==> config.mk <==
export PLATFORM = sky130hd
export DESIGN_NAME = ifb_bank
export DESIGN_NICKNAME = d
export VERILOG_FILES = /design/src/ifb_pkg.sv /design/src/ifb_bank.sv
export SDC_FILE = /design/constraint.sdc
export NUM_CORES = 1
export LEC_CHECK = 0
export BUFFER_PORTS_ARGS = -buffer_cell sky130_fd_sc_hd__buf_4
export CORE_MARGIN = 8
export CORE_UTILIZATION = 45
export CTS_BUF_LIST = sky130_fd_sc_hd__clkbuf_4
export CTS_CLUSTER_SIZE = 30
export DETAILED_ROUTE_END_ITERATION = 8
export HOLD_SLACK_MARGIN = 0.06
export PLACE_DENSITY = 0.82
export SYNTH_ARGS = -nofsm -noshare
export SYNTH_HDL_FRONTEND = slang
export SYNTH_SLANG_ARGS = --single-unit
==> constraint.sdc <==
create_clock -name ref_clk_in -period 3.7 [get_ports ref_clk_in]
set_input_delay 1.11 -clock ref_clk_in [delete_from_list [all_inputs] [get_ports ref_clk_in]]
set_output_delay 1.11 -clock ref_clk_in [all_outputs]
set_load 0.03 [all_outputs]
==> src/ifb_pkg.sv <==
// package: register map, bit masks and carriers for the interrupt flag/enable bank
package ifb_pkg;

    // register word width
    localparam int IFB_DW = 16;
    localparam int IFB_AW = 4;

    // register offsets (word index on the plain port)
    localparam logic [3:0] IFB_OFF_FLAGS_2   = 4'h0;
    localparam logic [3:0] IFB_OFF_FLAGS_3   = 4'h1;
    localparam logic [3:0] IFB_OFF_FLAGS_4   = 4'h2;
    localparam logic [3:0] IFB_OFF_FLAGS_5   = 4'h3;
    localparam logic [3:0] IFB_OFF_ENABLES_0 = 4'h4;
    localparam logic [3:0] IFB_OFF_FLAGS_0   = 4'h5;
    localparam logic [3:0] IFB_OFF_PENDING   = 4'h6;

    // implemented-bit masks; zero bits ignore writes and read as zero
    localparam logic [15:0] IFB_MASK_FLAGS_2   = 16'h3fe3;
    localparam logic [15:0] IFB_MASK_FLAGS_3   = 16'h4066;
    localparam logic [15:0] IFB_MASK_FLAGS_4   = 16'h210e;
    localparam logic [15:0] IFB_MASK_FLAGS_5   = 16'h3ffe;
    localparam logic [15:0] IFB_MASK_ENABLES_0 = 16'h3fef;

    // reset value of every implemented bit
    localparam logic [15:0] IFB_RST_WORD = 16'h0000;

    // flag register 2 field positions
    localparam int IFB_F2_PARALLEL_PORT = 13;
    localparam int IFB_F2_COMPARE8      = 12;
    localparam int IFB_F2_COMPARE5      = 9;
    localparam int IFB_F2_CAPTURE6      = 8;
    localparam int IFB_F2_CAPTURE3      = 5;
    localparam int IFB_F2_SPI_B_EVENT   = 1;
    localparam int IFB_F2_SPI_B_FAULT   = 0;
    // flag register 3 field positions
    localparam int IFB_F3_CALENDAR      = 14;
    localparam int IFB_F3_EXT_IRQ4      = 6;
    localparam int IFB_F3_EXT_IRQ3      = 5;
    localparam int IFB_F3_I2C_B_MASTER  = 2;
    localparam int IFB_F3_I2C_B_SLAVE   = 1;
    // flag register 4 field positions
    localparam int IFB_F4_CHARGE_TIME   = 13;
    localparam int IFB_F4_LOW_VOLTAGE   = 8;
    localparam int IFB_F4_CHECKSUM_GEN  = 3;
    localparam int IFB_F4_UART_B_ERROR  = 2;
    localparam int IFB_F4_UART_A_ERROR  = 1;
    // flag register 5 field positions
    localparam int IFB_F5_CAPTURE9      = 13;
    localparam int IFB_F5_COMPARE9      = 12;
    localparam int IFB_F5_SPI_C_EVENT   = 11;
    localparam int IFB_F5_SPI_C_FAULT   = 10;
    localparam int IFB_F5_UART_D_TX     = 9;
    localparam int IFB_F5_UART_D_RX     = 8;
    localparam int IFB_F5_UART_D_ERROR  = 7;
    localparam int IFB_F5_OTG_MODULE    = 6;
    localparam int IFB_F5_I2C_C_MASTER  = 5;
    localparam int IFB_F5_I2C_C_SLAVE   = 4;
    localparam int IFB_F5_UART_C_TX     = 3;
    localparam int IFB_F5_UART_C_RX     = 2;
    localparam int IFB_F5_UART_C_ERROR  = 1;
    // enable register 0 field positions, same as flag register 0
    localparam int IFB_E0_CONVERSION    = 13;
    localparam int IFB_E0_UART_A_TX     = 12;
    localparam int IFB_E0_UART_A_RX     = 11;
    localparam int IFB_E0_SPI_A_DONE    = 10;
    localparam int IFB_E0_SPI_A_FAULT   = 9;
    localparam int IFB_E0_TIMER_C       = 8;
    localparam int IFB_E0_TIMER_B       = 7;
    localparam int IFB_E0_COMPARE2      = 6;
    localparam int IFB_E0_CAPTURE2      = 5;
    localparam int IFB_E0_TIMER_A       = 3;
    localparam int IFB_E0_COMPARE1      = 2;
    localparam int IFB_E0_CAPTURE1      = 1;
    localparam int IFB_E0_EXT_IRQ0      = 0;

    // register port request
    typedef struct packed {
        logic [3:0]  addr;
        logic [15:0] wdata;
        logic        wr;
        logic        rd;
    } ifb_req_s;

    // event pulses from the sources, one word per flag register
    typedef struct packed {
        logic [15:0] flags_2;
        logic [15:0] flags_3;
        logic [15:0] flags_4;
        logic [15:0] flags_5;
    } ifb_events_s;

endpackage

==> src/ifb_bank.sv <==
// interrupt request flag registers 2..5 and enable register 0
`timescale 1ns/1ns

module ifb_bank (
    // clock, reset, enable
    input  wire logic                ref_clk_in,
    input  wire logic                sys_rst_in,
    input  wire logic                clk_en_in,
    // register port
    input  wire ifb_pkg::ifb_req_s   req_in,
    output logic [15:0]              rdata_out,
    // peripheral event pulses for flag registers 2..5
    input  wire ifb_pkg::ifb_events_s events_in,
    // flag register 0 word from the neighbouring bank
    input  wire logic [15:0]         flags_0_in,
    // request lines toward the core
    output logic [15:0]              pending_0_out,
    output logic                     irq_any_out
);
    import ifb_pkg::*;

    logic [15:0] flags_2;
    logic [15:0] flags_3;
    logic [15:0] flags_4;
    logic [15:0] flags_5;
    logic [15:0] enables_0;
    logic [15:0] pending_0;
    logic [15:0] next_rdata;

    // write decode, one strobe per register
    logic wr_f2;
    logic wr_f3;
    logic wr_f4;
    logic wr_f5;
    logic wr_e0;
    assign wr_f2 = req_in.wr && (req_in.addr == IFB_OFF_FLAGS_2);
    assign wr_f3 = req_in.wr && (req_in.addr == IFB_OFF_FLAGS_3);
    assign wr_f4 = req_in.wr && (req_in.addr == IFB_OFF_FLAGS_4);
    assign wr_f5 = req_in.wr && (req_in.addr == IFB_OFF_FLAGS_5);
    assign wr_e0 = req_in.wr && (req_in.addr == IFB_OFF_ENABLES_0);

    // sticky flag update: write value, then events or'd on top so a set beats a clear
    function automatic logic [15:0] flag_next(input logic [15:0] cur, input logic wr,
                                              input logic [15:0] wdata, input logic [15:0] ev,
                                              input logic [15:0] mask);
        logic [15:0] base;
        base = wr ? wdata : cur;
        return (base | ev) & mask;
    endfunction

    // flag register 2: parallel port, compare 8..5, capture 6..3, second spi
    always_ff @(posedge ref_clk_in) begin
        if (sys_rst_in) begin
            flags_2 <= IFB_RST_WORD;
        end else if (clk_en_in) begin
            flags_2 <= flag_next(flags_2, wr_f2, req_in.wdata, events_in.flags_2,
                                 IFB_MASK_FLAGS_2);
        end
    end

    // flag register 3: calendar, external irq 4/3, second i2c
    always_ff @(posedge ref_clk_in) begin
        if (sys_rst_in) begin
            flags_3 <= IFB_RST_WORD;
        end else if (clk_en_in) begin
            flags_3 <= flag_next(flags_3, wr_f3, req_in.wdata, events_in.flags_3,
                                 IFB_MASK_FLAGS_3);
        end
    end

    // flag register 4: charge time, low voltage, checksum, uart errors
    always_ff @(posedge ref_clk_in) begin
        if (sys_rst_in) begin
            flags_4 <= IFB_RST_WORD;
        end else if (clk_en_in) begin
            flags_4 <= flag_next(flags_4, wr_f4, req_in.wdata, events_in.flags_4,
                                 IFB_MASK_FLAGS_4);
        end
    end

    // flag register 5: capture/compare 9, third spi, uarts c/d, otg, third i2c
    always_ff @(posedge ref_clk_in) begin
        if (sys_rst_in) begin
            flags_5 <= IFB_RST_WORD;
        end else if (clk_en_in) begin
            flags_5 <= flag_next(flags_5, wr_f5, req_in.wdata, events_in.flags_5,
                                 IFB_MASK_FLAGS_5);
        end
    end

    // enable register 0, plain software storage
    always_ff @(posedge ref_clk_in) begin
        if (sys_rst_in) begin
            enables_0 <= IFB_RST_WORD;
        end else if (clk_en_in && wr_e0) begin
            enables_0 <= req_in.wdata & IFB_MASK_ENABLES_0;
        end
    end

    // gate flag register 0 by its enables, bit for bit
    genvar gi;
    generate
        for (gi = 0; gi < IFB_DW; gi++) begin : g_gate
            assign pending_0[gi] = flags_0_in[gi] & enables_0[gi];
        end
    endgenerate

    // request lines to the core
    always_ff @(posedge ref_clk_in) begin
        if (sys_rst_in) begin
            pending_0_out <= 16'h0000;
            irq_any_out   <= 1'b0;
        end else if (clk_en_in) begin
            pending_0_out <= pending_0;
            irq_any_out   <= |pending_0;
        end
    end

    // read mux; unmapped addresses return zero
    always_comb begin
        case (req_in.addr)
            IFB_OFF_FLAGS_2:   next_rdata = flags_2;
            IFB_OFF_FLAGS_3:   next_rdata = flags_3;
            IFB_OFF_FLAGS_4:   next_rdata = flags_4;
            IFB_OFF_FLAGS_5:   next_rdata = flags_5;
            IFB_OFF_ENABLES_0: next_rdata = enables_0;
            IFB_OFF_FLAGS_0:   next_rdata = flags_0_in & IFB_MASK_ENABLES_0;
            IFB_OFF_PENDING:   next_rdata = pending_0;
            default:           next_rdata = 16'h0000;
        endcase
    end

    // read data stands only in the cycle after the read strobe
    always_ff @(posedge ref_clk_in) begin
        if (sys_rst_in) begin
            rdata_out <= 16'h0000;
        end else if (clk_en_in) begin
            rdata_out <= req_in.rd ? next_rdata : 16'h0000;
        end
    end

    // flag that was set stays set until written
    property p_flag_sticky;
        @(posedge ref_clk_in) disable iff (sys_rst_in)
        (clk_en_in && flags_2[IFB_F2_PARALLEL_PORT] && !wr_f2) |=> flags_2[IFB_F2_PARALLEL_PORT];
    endproperty
    a_flag_sticky: assert property (p_flag_sticky) else $error("flag lost without write");

    // event beats same-cycle clear
    property p_set_wins;
        @(posedge ref_clk_in) disable iff (sys_rst_in)
        (clk_en_in && events_in.flags_5[IFB_F5_UART_D_TX]) |=> flags_5[IFB_F5_UART_D_TX];
    endproperty
    a_set_wins: assert property (p_set_wins) else $error("event lost");

    // unimplemented bits stay zero
    property p_unused_zero;
        @(posedge ref_clk_in) disable iff (sys_rst_in)
        ((flags_2 & ~IFB_MASK_FLAGS_2) == 16'h0000) && ((flags_3 & ~IFB_MASK_FLAGS_3) == 16'h0000)
        && ((flags_4 & ~IFB_MASK_FLAGS_4) == 16'h0000) && ((enables_0 & ~IFB_MASK_ENABLES_0) == 16'h0000)
        && ((flags_5 & ~IFB_MASK_FLAGS_5) == 16'h0000);
    endproperty
    a_unused_zero: assert property (p_unused_zero) else $error("unimplemented bit set");

    // software clear without event takes effect next cycle
    property p_clear;
        @(posedge ref_clk_in) disable iff (sys_rst_in)
        (clk_en_in && wr_f3 && !req_in.wdata[IFB_F3_CALENDAR] && !events_in.flags_3[IFB_F3_CALENDAR])
        |=> !flags_3[IFB_F3_CALENDAR];
    endproperty
    a_clear: assert property (p_clear) else $error("flag not cleared");

    // pending output follows flag and enable
    property p_pending;
        @(posedge ref_clk_in) disable iff (sys_rst_in)
        clk_en_in |=> (pending_0_out == ($past(flags_0_in) & $past(enables_0)));
    endproperty
    a_pending: assert property (p_pending) else $error("pending mismatch");

    // enable write lands masked
    property p_enable_write;
        @(posedge ref_clk_in) disable iff (sys_rst_in)
        (clk_en_in && wr_e0) |=> (enables_0 == ($past(req_in.wdata) & IFB_MASK_ENABLES_0));
    endproperty
    a_enable_write: assert property (p_enable_write) else $error("enable write wrong");

    // read returns flag register 4 one cycle later
    property p_read4;
        @(posedge ref_clk_in) disable iff (sys_rst_in)
        (clk_en_in && req_in.rd && req_in.addr == IFB_OFF_FLAGS_4 && !req_in.wr)
        |=> (rdata_out == $past(flags_4));
    endproperty
    a_read4: assert property (p_read4) else $error("read data wrong");

    // any-request line only with an enabled flag
    property p_irq_any;
        @(posedge ref_clk_in) disable iff (sys_rst_in)
        irq_any_out |-> (pending_0_out != 16'h0000);
    endproperty
    a_irq_any: assert property (p_irq_any) else $error("spurious request");

    // per-bit flag checks: an event sets its flag, a set flag holds until written
    genvar gb;
    generate
        for (gb = 0; gb < IFB_DW; gb++) begin : g_flag_chk
            property p_set_2;
                @(posedge ref_clk_in) disable iff (sys_rst_in)
                (clk_en_in && IFB_MASK_FLAGS_2[gb] && events_in.flags_2[gb]) |=> flags_2[gb];
            endproperty
            a_set_2: assert property (p_set_2) else $error("flag 2 event lost");

            property p_set_3;
                @(posedge ref_clk_in) disable iff (sys_rst_in)
                (clk_en_in && IFB_MASK_FLAGS_3[gb] && events_in.flags_3[gb]) |=> flags_3[gb];
            endproperty
            a_set_3: assert property (p_set_3) else $error("flag 3 event lost");

            property p_set_4;
                @(posedge ref_clk_in) disable iff (sys_rst_in)
                (clk_en_in && IFB_MASK_FLAGS_4[gb] && events_in.flags_4[gb]) |=> flags_4[gb];
            endproperty
            a_set_4: assert property (p_set_4) else $error("flag 4 event lost");

            property p_set_5;
                @(posedge ref_clk_in) disable iff (sys_rst_in)
                (clk_en_in && IFB_MASK_FLAGS_5[gb] && events_in.flags_5[gb]) |=> flags_5[gb];
            endproperty
            a_set_5: assert property (p_set_5) else $error("flag 5 event lost");

            property p_hold_2;
                @(posedge ref_clk_in) disable iff (sys_rst_in)
                (clk_en_in && flags_2[gb] && !wr_f2) |=> flags_2[gb];
            endproperty
            a_hold_2: assert property (p_hold_2) else $error("flag 2 dropped without write");

            property p_hold_3;
                @(posedge ref_clk_in) disable iff (sys_rst_in)
                (clk_en_in && flags_3[gb] && !wr_f3) |=> flags_3[gb];
            endproperty
            a_hold_3: assert property (p_hold_3) else $error("flag 3 dropped without write");

            property p_hold_4;
                @(posedge ref_clk_in) disable iff (sys_rst_in)
                (clk_en_in && flags_4[gb] && !wr_f4) |=> flags_4[gb];
            endproperty
            a_hold_4: assert property (p_hold_4) else $error("flag 4 dropped without write");

            property p_hold_5;
                @(posedge ref_clk_in) disable iff (sys_rst_in)
                (clk_en_in && flags_5[gb] && !wr_f5) |=> flags_5[gb];
            endproperty
            a_hold_5: assert property (p_hold_5) else $error("flag 5 dropped without write");
        end
    endgenerate

    // write to flag word 2 lands masked, same-cycle events on top
    property p_write_2;
        @(posedge ref_clk_in) disable iff (sys_rst_in)
        (clk_en_in && wr_f2)
        |=> (flags_2 == (($past(req_in.wdata) | $past(events_in.flags_2)) & IFB_MASK_FLAGS_2));
    endproperty
    a_write_2: assert property (p_write_2) else $error("flag 2 write wrong");

    // write to flag word 3 lands masked, same-cycle events on top
    property p_write_3;
        @(posedge ref_clk_in) disable iff (sys_rst_in)
        (clk_en_in && wr_f3)
        |=> (flags_3 == (($past(req_in.wdata) | $past(events_in.flags_3)) & IFB_MASK_FLAGS_3));
    endproperty
    a_write_3: assert property (p_write_3) else $error("flag 3 write wrong");

    // write to flag word 4 lands masked, same-cycle events on top
    property p_write_4;
        @(posedge ref_clk_in) disable iff (sys_rst_in)
        (clk_en_in && wr_f4)
        |=> (flags_4 == (($past(req_in.wdata) | $past(events_in.flags_4)) & IFB_MASK_FLAGS_4));
    endproperty
    a_write_4: assert property (p_write_4) else $error("flag 4 write wrong");

    // write to flag word 5 lands masked, same-cycle events on top
    property p_write_5;
        @(posedge ref_clk_in) disable iff (sys_rst_in)
        (clk_en_in && wr_f5)
        |=> (flags_5 == (($past(req_in.wdata) | $past(events_in.flags_5)) & IFB_MASK_FLAGS_5));
    endproperty
    a_write_5: assert property (p_write_5) else $error("flag 5 write wrong");

    // read data fall back to zero when no read was asked
    property p_rdata_idle;
        @(posedge ref_clk_in) disable iff (sys_rst_in)
        (clk_en_in && !req_in.rd) |=> (rdata_out == 16'h0000);
    endproperty
    a_rdata_idle: assert property (p_rdata_idle) else $error("read data outlived its cycle");

    // low clock enable freezes every register checked here; irq_any_out is left out of this check
    property p_freeze;
        @(posedge ref_clk_in) disable iff (sys_rst_in)
        !clk_en_in |=> ($stable(flags_2) && $stable(flags_3) && $stable(flags_4) && $stable(flags_5)
                        && $stable(enables_0) && $stable(rdata_out) && $stable(pending_0_out));
    endproperty
    a_freeze: assert property (p_freeze) else $error("state moved while frozen");

    // read of the enable word
    property p_read_en;
        @(posedge ref_clk_in) disable iff (sys_rst_in)
        (clk_en_in && req_in.rd && req_in.addr == IFB_OFF_ENABLES_0)
        |=> (rdata_out == $past(enables_0));
    endproperty
    a_read_en: assert property (p_read_en) else $error("enable read wrong");

    // read of flag word 3
    property p_read3;
        @(posedge ref_clk_in) disable iff (sys_rst_in)
        (clk_en_in && req_in.rd && req_in.addr == IFB_OFF_FLAGS_3)
        |=> (rdata_out == $past(flags_3));
    endproperty
    a_read3: assert property (p_read3) else $error("flag 3 read wrong");

    // read of the flag register 0 mirror, enable positions only
    property p_read_mirror;
        @(posedge ref_clk_in) disable iff (sys_rst_in)
        (clk_en_in && req_in.rd && req_in.addr == IFB_OFF_FLAGS_0)
        |=> (rdata_out == ($past(flags_0_in) & IFB_MASK_ENABLES_0));
    endproperty
    a_read_mirror: assert property (p_read_mirror) else $error("mirror read wrong");

    // read of the gated pending word
    property p_read_pending;
        @(posedge ref_clk_in) disable iff (sys_rst_in)
        (clk_en_in && req_in.rd && req_in.addr == IFB_OFF_PENDING)
        |=> (rdata_out == ($past(flags_0_in) & $past(enables_0)));
    endproperty
    a_read_pending: assert property (p_read_pending) else $error("pending read wrong");

    // unmapped addresses read zero
    property p_read_unmapped;
        @(posedge ref_clk_in) disable iff (sys_rst_in)
        (clk_en_in && req_in.rd && req_in.addr > IFB_OFF_PENDING) |=> (rdata_out == 16'h0000);
    endproperty
    a_read_unmapped: assert property (p_read_unmapped) else $error("unmapped read not zero");

    // any-request line follows the gated word
    property p_irq_follow;
        @(posedge ref_clk_in) disable iff (sys_rst_in)
        clk_en_in |=> (irq_any_out == ($past(pending_0) != 16'h0000));
    endproperty
    a_irq_follow: assert property (p_irq_follow) else $error("request line wrong");

    // main scenarios
    c_set_clear: cover property (@(posedge ref_clk_in) disable iff (sys_rst_in)
        flags_2[IFB_F2_SPI_B_FAULT] ##1 !flags_2[IFB_F2_SPI_B_FAULT]);
    c_collide: cover property (@(posedge ref_clk_in) disable iff (sys_rst_in)
        clk_en_in && wr_f5 && events_in.flags_5 != 16'h0000);
    c_irq: cover property (@(posedge ref_clk_in) disable iff (sys_rst_in) irq_any_out);
    c_freeze: cover property (@(posedge ref_clk_in) disable iff (sys_rst_in) !clk_en_in && wr_e0);
    c_unmapped: cover property (@(posedge ref_clk_in) disable iff (sys_rst_in)
        clk_en_in && req_in.rd && req_in.addr > IFB_OFF_PENDING);

endmodule // ifb_bank

## After elaboration in Yosys (flattened, before gate mapping)

Cells that the tools add are included.

| cells by class | value |
|---|---|
| mux-type cells | 6 |
| reductions and logical operators | 8 |
| bitwise operators | 17 |
| eq/ne operators | 6 |

Operators by type and width:

| kind | count |
|---|---|
| 15-bit case mux with 7 select lines | 1 |
| 14-bit two-way mux | 3 |
| 14-bit bitwise OR | 3 |
| 16-bit two-way mux | 1 |
| 15-bit two-way mux | 1 |
| 15-bit bitwise OR | 1 |
| 1-bit AND | 13 |
| 13-bit OR reduction | 1 |
| 4-bit by 3-bit equality test with 1-bit output, second input constant | 3 |
| 4-bit by 2-bit equality test with 1-bit output, second input constant | 2 |
| 1-bit logical AND | 6 |
| 4-bit by 1-bit equality test with 1-bit output, second input constant | 1 |
| 4-bit zero test | 1 |

| storage, ports and cells | value |
|---|---|
| input bits | 105 |
| bits in registers | 77 |
| output and inout bits | 33 |
| logic and storage cells | 45 |

## Logic depth before layout (Yosys ltp)

| logic depth | value |
|---|---|
| word-level depth | 4 |
| mapped depth | 7 |
| gate-level depth less buffers | 4 |

## Worst setup path after synthesis

No wires, ideal clock.

| path | value |
|---|---|
| path kind | input port to flip-flop |
| from | input req_in[19] (netlist name) |
| to | register enables_0[10] |
| stages on the path | 6 |
| arrival time | 2.271 ns |
| required time | 3.568 ns |
| setup time | 0.132 ns |
| path buffers | 3 |
| setup slack | 1.297 ns |
| cells stage by stage | buf_4 or4b_4 buf_6 buf_2 o21ai_1 a21oi_1 |

| on the way | value |
|---|---|
| word-level cells in the longest chain between the ends | 3 |

Ends and longest elaborated chain:

| what | line | text |
|---|---|---|
| from (decl) | ifb_bank.sv:10 | `input wire ifb_pkg::ifb_req_s req_in,` |
| 4-bit by 3-bit equality test with 1-bit output | ifb_bank.sv:40 | `assign wr_e0 = req_in.wr && (req_in.addr == IFB_OFF_ENABLES_0);` |
| 1-bit logical AND | ifb_bank.sv:40 |  |
| 1-bit logical AND | ifb_bank.sv:95 | `end else if (clk_en_in && wr_e0) begin` |
| to (signal assigned) | ifb_bank.sv:96 | `enables_0 <= req_in.wdata & IFB_MASK_ENABLES_0;` |
| to (decl) | ifb_bank.sv:26 | `logic [15:0] enables_0;` |

No other way between the ends.
A chain may end at the register's enable or synchronous reset.

## Final worst setup path

| path | value |
|---|---|
| from | input req_in[18] (netlist name) |
| to | register flags_2[8] |

| on the way | value |
|---|---|
| word-level cells in the longest chain between the ends | 4 |

Ends and longest elaborated chain:

| what | line | text |
|---|---|---|
| 4-bit zero test | ifb_bank.sv:36 | `assign wr_f2 = req_in.wr && (req_in.addr == IFB_OFF_FLAGS_2);` |
| 1-bit logical AND | ifb_bank.sv:36 |  |
| 14-bit two-way mux | ifb_bank.sv:47 | `base = wr ? wdata : cur;` |
| 14-bit bitwise OR | ifb_bank.sv:48 | `return (base \| ev) & mask;` |
| to (signal assigned) | ifb_bank.sv:56 | `flags_2 <= flag_next(flags_2, wr_f2, req_in.wdata, events_in.flags_2,` |
| to (decl) | ifb_bank.sv:22 | `logic [15:0] flags_2;` |

No other way between the ends.

==> impl_metrics.tcl <==
set metrics [dict create \
    whs_ns 0.478 \
    cts_hold_buf 0 \
    cp-end-kind "register" \
    clock_path_buffers 2 \
    grt_pass1_wl_mm 18.4 \
    dp_hpwl_mm 8.69 \
    avgSynthCellArea_um2 8.16 \
    path_clk_slew_ns 0.13 \
    grt_max_degree 57 \
    post_cts_buffers 0 \
    synth_edf_count 0 \
    ys_types 52 \
    drc 0 \
    drt_iter0_markers 327 \
    syn2layout_area_growth_pct 21.5 \
    worst-path-buf-inv 1 \
    final.setup.tns_ns 0 \
    cp-start-kind "input pin" \
    die_h_um 108 \
    outcome "completed" \
    grt_overflow_total 0 \
    drt-total-wl_mm 11.7 \
    cap_violations 0 \
    yosysTopAreaCellShare 0.396 \
    ys_seq_area_frac 0.396 \
    worst-slew-pin-transition_ns 0.630 \
    max_stage_delay_ns 0.59 \
    cts_made_buffers 9 \
    synth-main-ff-cell "dfxtp_1" \
    path_class "in -> reg" \
    crit_chain "buf_4 > nor4_4 > and2_1 > o21ai_0 > a221oi_1" \
    ys_warn_count 0 \
    first_pass_iters 5 \
    via_per_inst 5.87 \
    num_vias 3850 \
    ios 138 \
    report.final.slew_viol_count 0 \
    hold_viol 0 \
    grt_usage 0.195 \
    ys_ff_latch 76 \
    wire_per_inst_um 17.9 \
    yosys.area.top_type "dfxtp_1" \
    rsz0062_at_grt "false" \
    period_share 0.675 \
    cts_tree "done" \
    grt_pass1_vias 3647 \
    required_ns 4.02 \
    worstPathArrival_ns 2.82 \
    skew_ns 0.00861 \
    powerDensity_mw_per_mm2 345 \
    dieWidth_um 108 \
    irDropWorstVdd_uv 174 \
    synthCells 471 \
    critical_path.top_delay_family "simple AND/OR/NAND/NOR gates" \
    finalNetCount 650 \
    netlist_area_mm2 0.00384 \
    critPathSlowestCell "nor4_4" \
    clk_latency_ns 0.41 \
    rows 33 \
    numPortBuffers 99 \
    gp_congestion 0.908 \
    slew_headroom 0.580 \
    post_cts_resized 0 \
    fmax_mhz 400 \
    power.leakage_nw 1.81 \
    drive_above_1_share 0.253 \
    cp_max_fo 18 \
    synth.area.top_cells "dfxtp_1 (40%), nand2_1 (7.8%), a21oi_1 (6.0%), a221oi_2 (3.9%), mux2i_1 (3.4%)" \
    fillers 785 \
    antenna_found_initial 1 \
    ant_nets 0 \
    fin_crit_ns 2.50 \
    cts.sinks 76 \
    cts-root-buf "clkbuf_4" \
    design.core.area_mm2 0.00826 \
    hp-class "reg -> reg" \
    start_util 0.465 \
    synth_async_sr_flop_share 0 \
    setup_viol 0 \
    h-tree-depth 3 \
    die-area_mm2 0.0118 \
]
-- metal layers --
layer,routed length (um),share of wire,vias up,GRT usage
met3,1150,0.098,23,0.0446
met1,5050,0.43,1777,0.266
met2,5270,0.45,227,0.290
li1,-,-,1823,-
met5,0,0,-,0
met4,254,0.022,0,0.0811
-- worst paths after layout --
kind | cells after the start | slack, ns | to | startpoint
max reg2reg | 4 | 2.35 | irq_any_out | enables_0[0]
min reg2reg | 2 | 0.48 | pending_0_out[3] | pending_0_out[3]
min | 2 | 0.48 | pending_0_out[3] | pending_0_out[3]
max | 5 | 1.20 | flags_2[8] | req_in[18]
-- registers in the layout, summed over array words and instances (netlist names) --
name           cells
flags_5           13
enables_0         13
irq_any_out        1
flags_2           11
pending_0_out     13
rdata_out         15
flags_4            5
flags_3            5
-- power by group --
group	internal [mW]	leakage [nW]	switching (mW)
combinational	0.103	1.12	0.134
sequential	0.848	0.621	0.0217
clock	0.202	0.0693	0.301
-- worst min-delay path: stages, from the launching register on --
cell	delay, ns
dfxtp_1	0.33
nand2_1	0.06
a21oi_1	0.06
-- Yosys cell counts, types with 5 or more instances --
library cell,n
a21oi_1,46
a31oi_1,12
dfxtp_1,76
buf_4,8
nor3_1,5
inv_1,21
nand2_1,80
nand3_1,16
a22oi_1,9
a221oi_2,10
nor2_1,28
mux2i_1,13
nor2b_1,13
clkbuf_1,17
buf_2,13
a211oi_1,14
o21ai_1,25
a22o_1,9
-- cell type report --
class	count	area, um2	share of cell area
multi-input combinational	333	2020	0.432
antenna	1	2.50	0.000536
sequential	76	1520	0.326
timing repair buffer	104	781	0.167
clock inverter	7	67.6	0.0145
inverter	21	78.8	0.0169
clock buffer	9	67.6	0.0145
tap	105	131	0.0281
-- metrics by stage --
stage | area, um2 | util | setup WS, ns | std cells | power, mW
4_1_cts | 4670 | 0.565 | 1.28 | 655 | 1.61
5_1_grt | 4670 | 0.565 | 1.16 | 656 | 1.68
6_report | 4670 | 0.565 | 1.20 | 656 | 1.61
3_3_place_gp | 4530 | 0.549 | 0.839 | 639 | 1.11
2_1_floorplan | 3850 | - | 1.30 | 474 | 1.02
3_5_place_dp | 4530 | 0.549 | 0.826 | 639 | 1.12
-- cells in the final DEF, fill, tap and decap left out, types with 2 or more instances in the layout --
master        n
a21oi_1      46
a22oi_1       9
clkinvlp_4    2
nor2_1       28
buf_4       104
a31oi_1      12
clkbuf_4      9
mux2i_1      13
conb_1        4
a211oi_1     14
nor3_1        5
nor2b_1      13
dfxtp_1      76
o22ai_1       2
nand2_1      80
nand3_1      16
nand2b_1      3
and3_1        4
o21ai_0       4
a222oi_1      3
nor4_1        2
nand4_1       2
clkinv_2      2
a221oi_1      2
o32ai_1       3
inv_1        21
a22o_1        9
a21o_1        3
a221oi_2     10
o21ai_1      25
-- cell families after synthesis --
kind of cell | after synthesis | share of synthesized area
AOI/OAI and AO/OA | 149 | 0.267
muxes | 14 | 0.0397
and+or+nand+nor | 166 | 0.215
other | 1 | 0.000976
DFF | 76 | 0.396
buffers and inverters | 65 | 0.0814
Note: power is estimated with default switching activity, not from simulation.
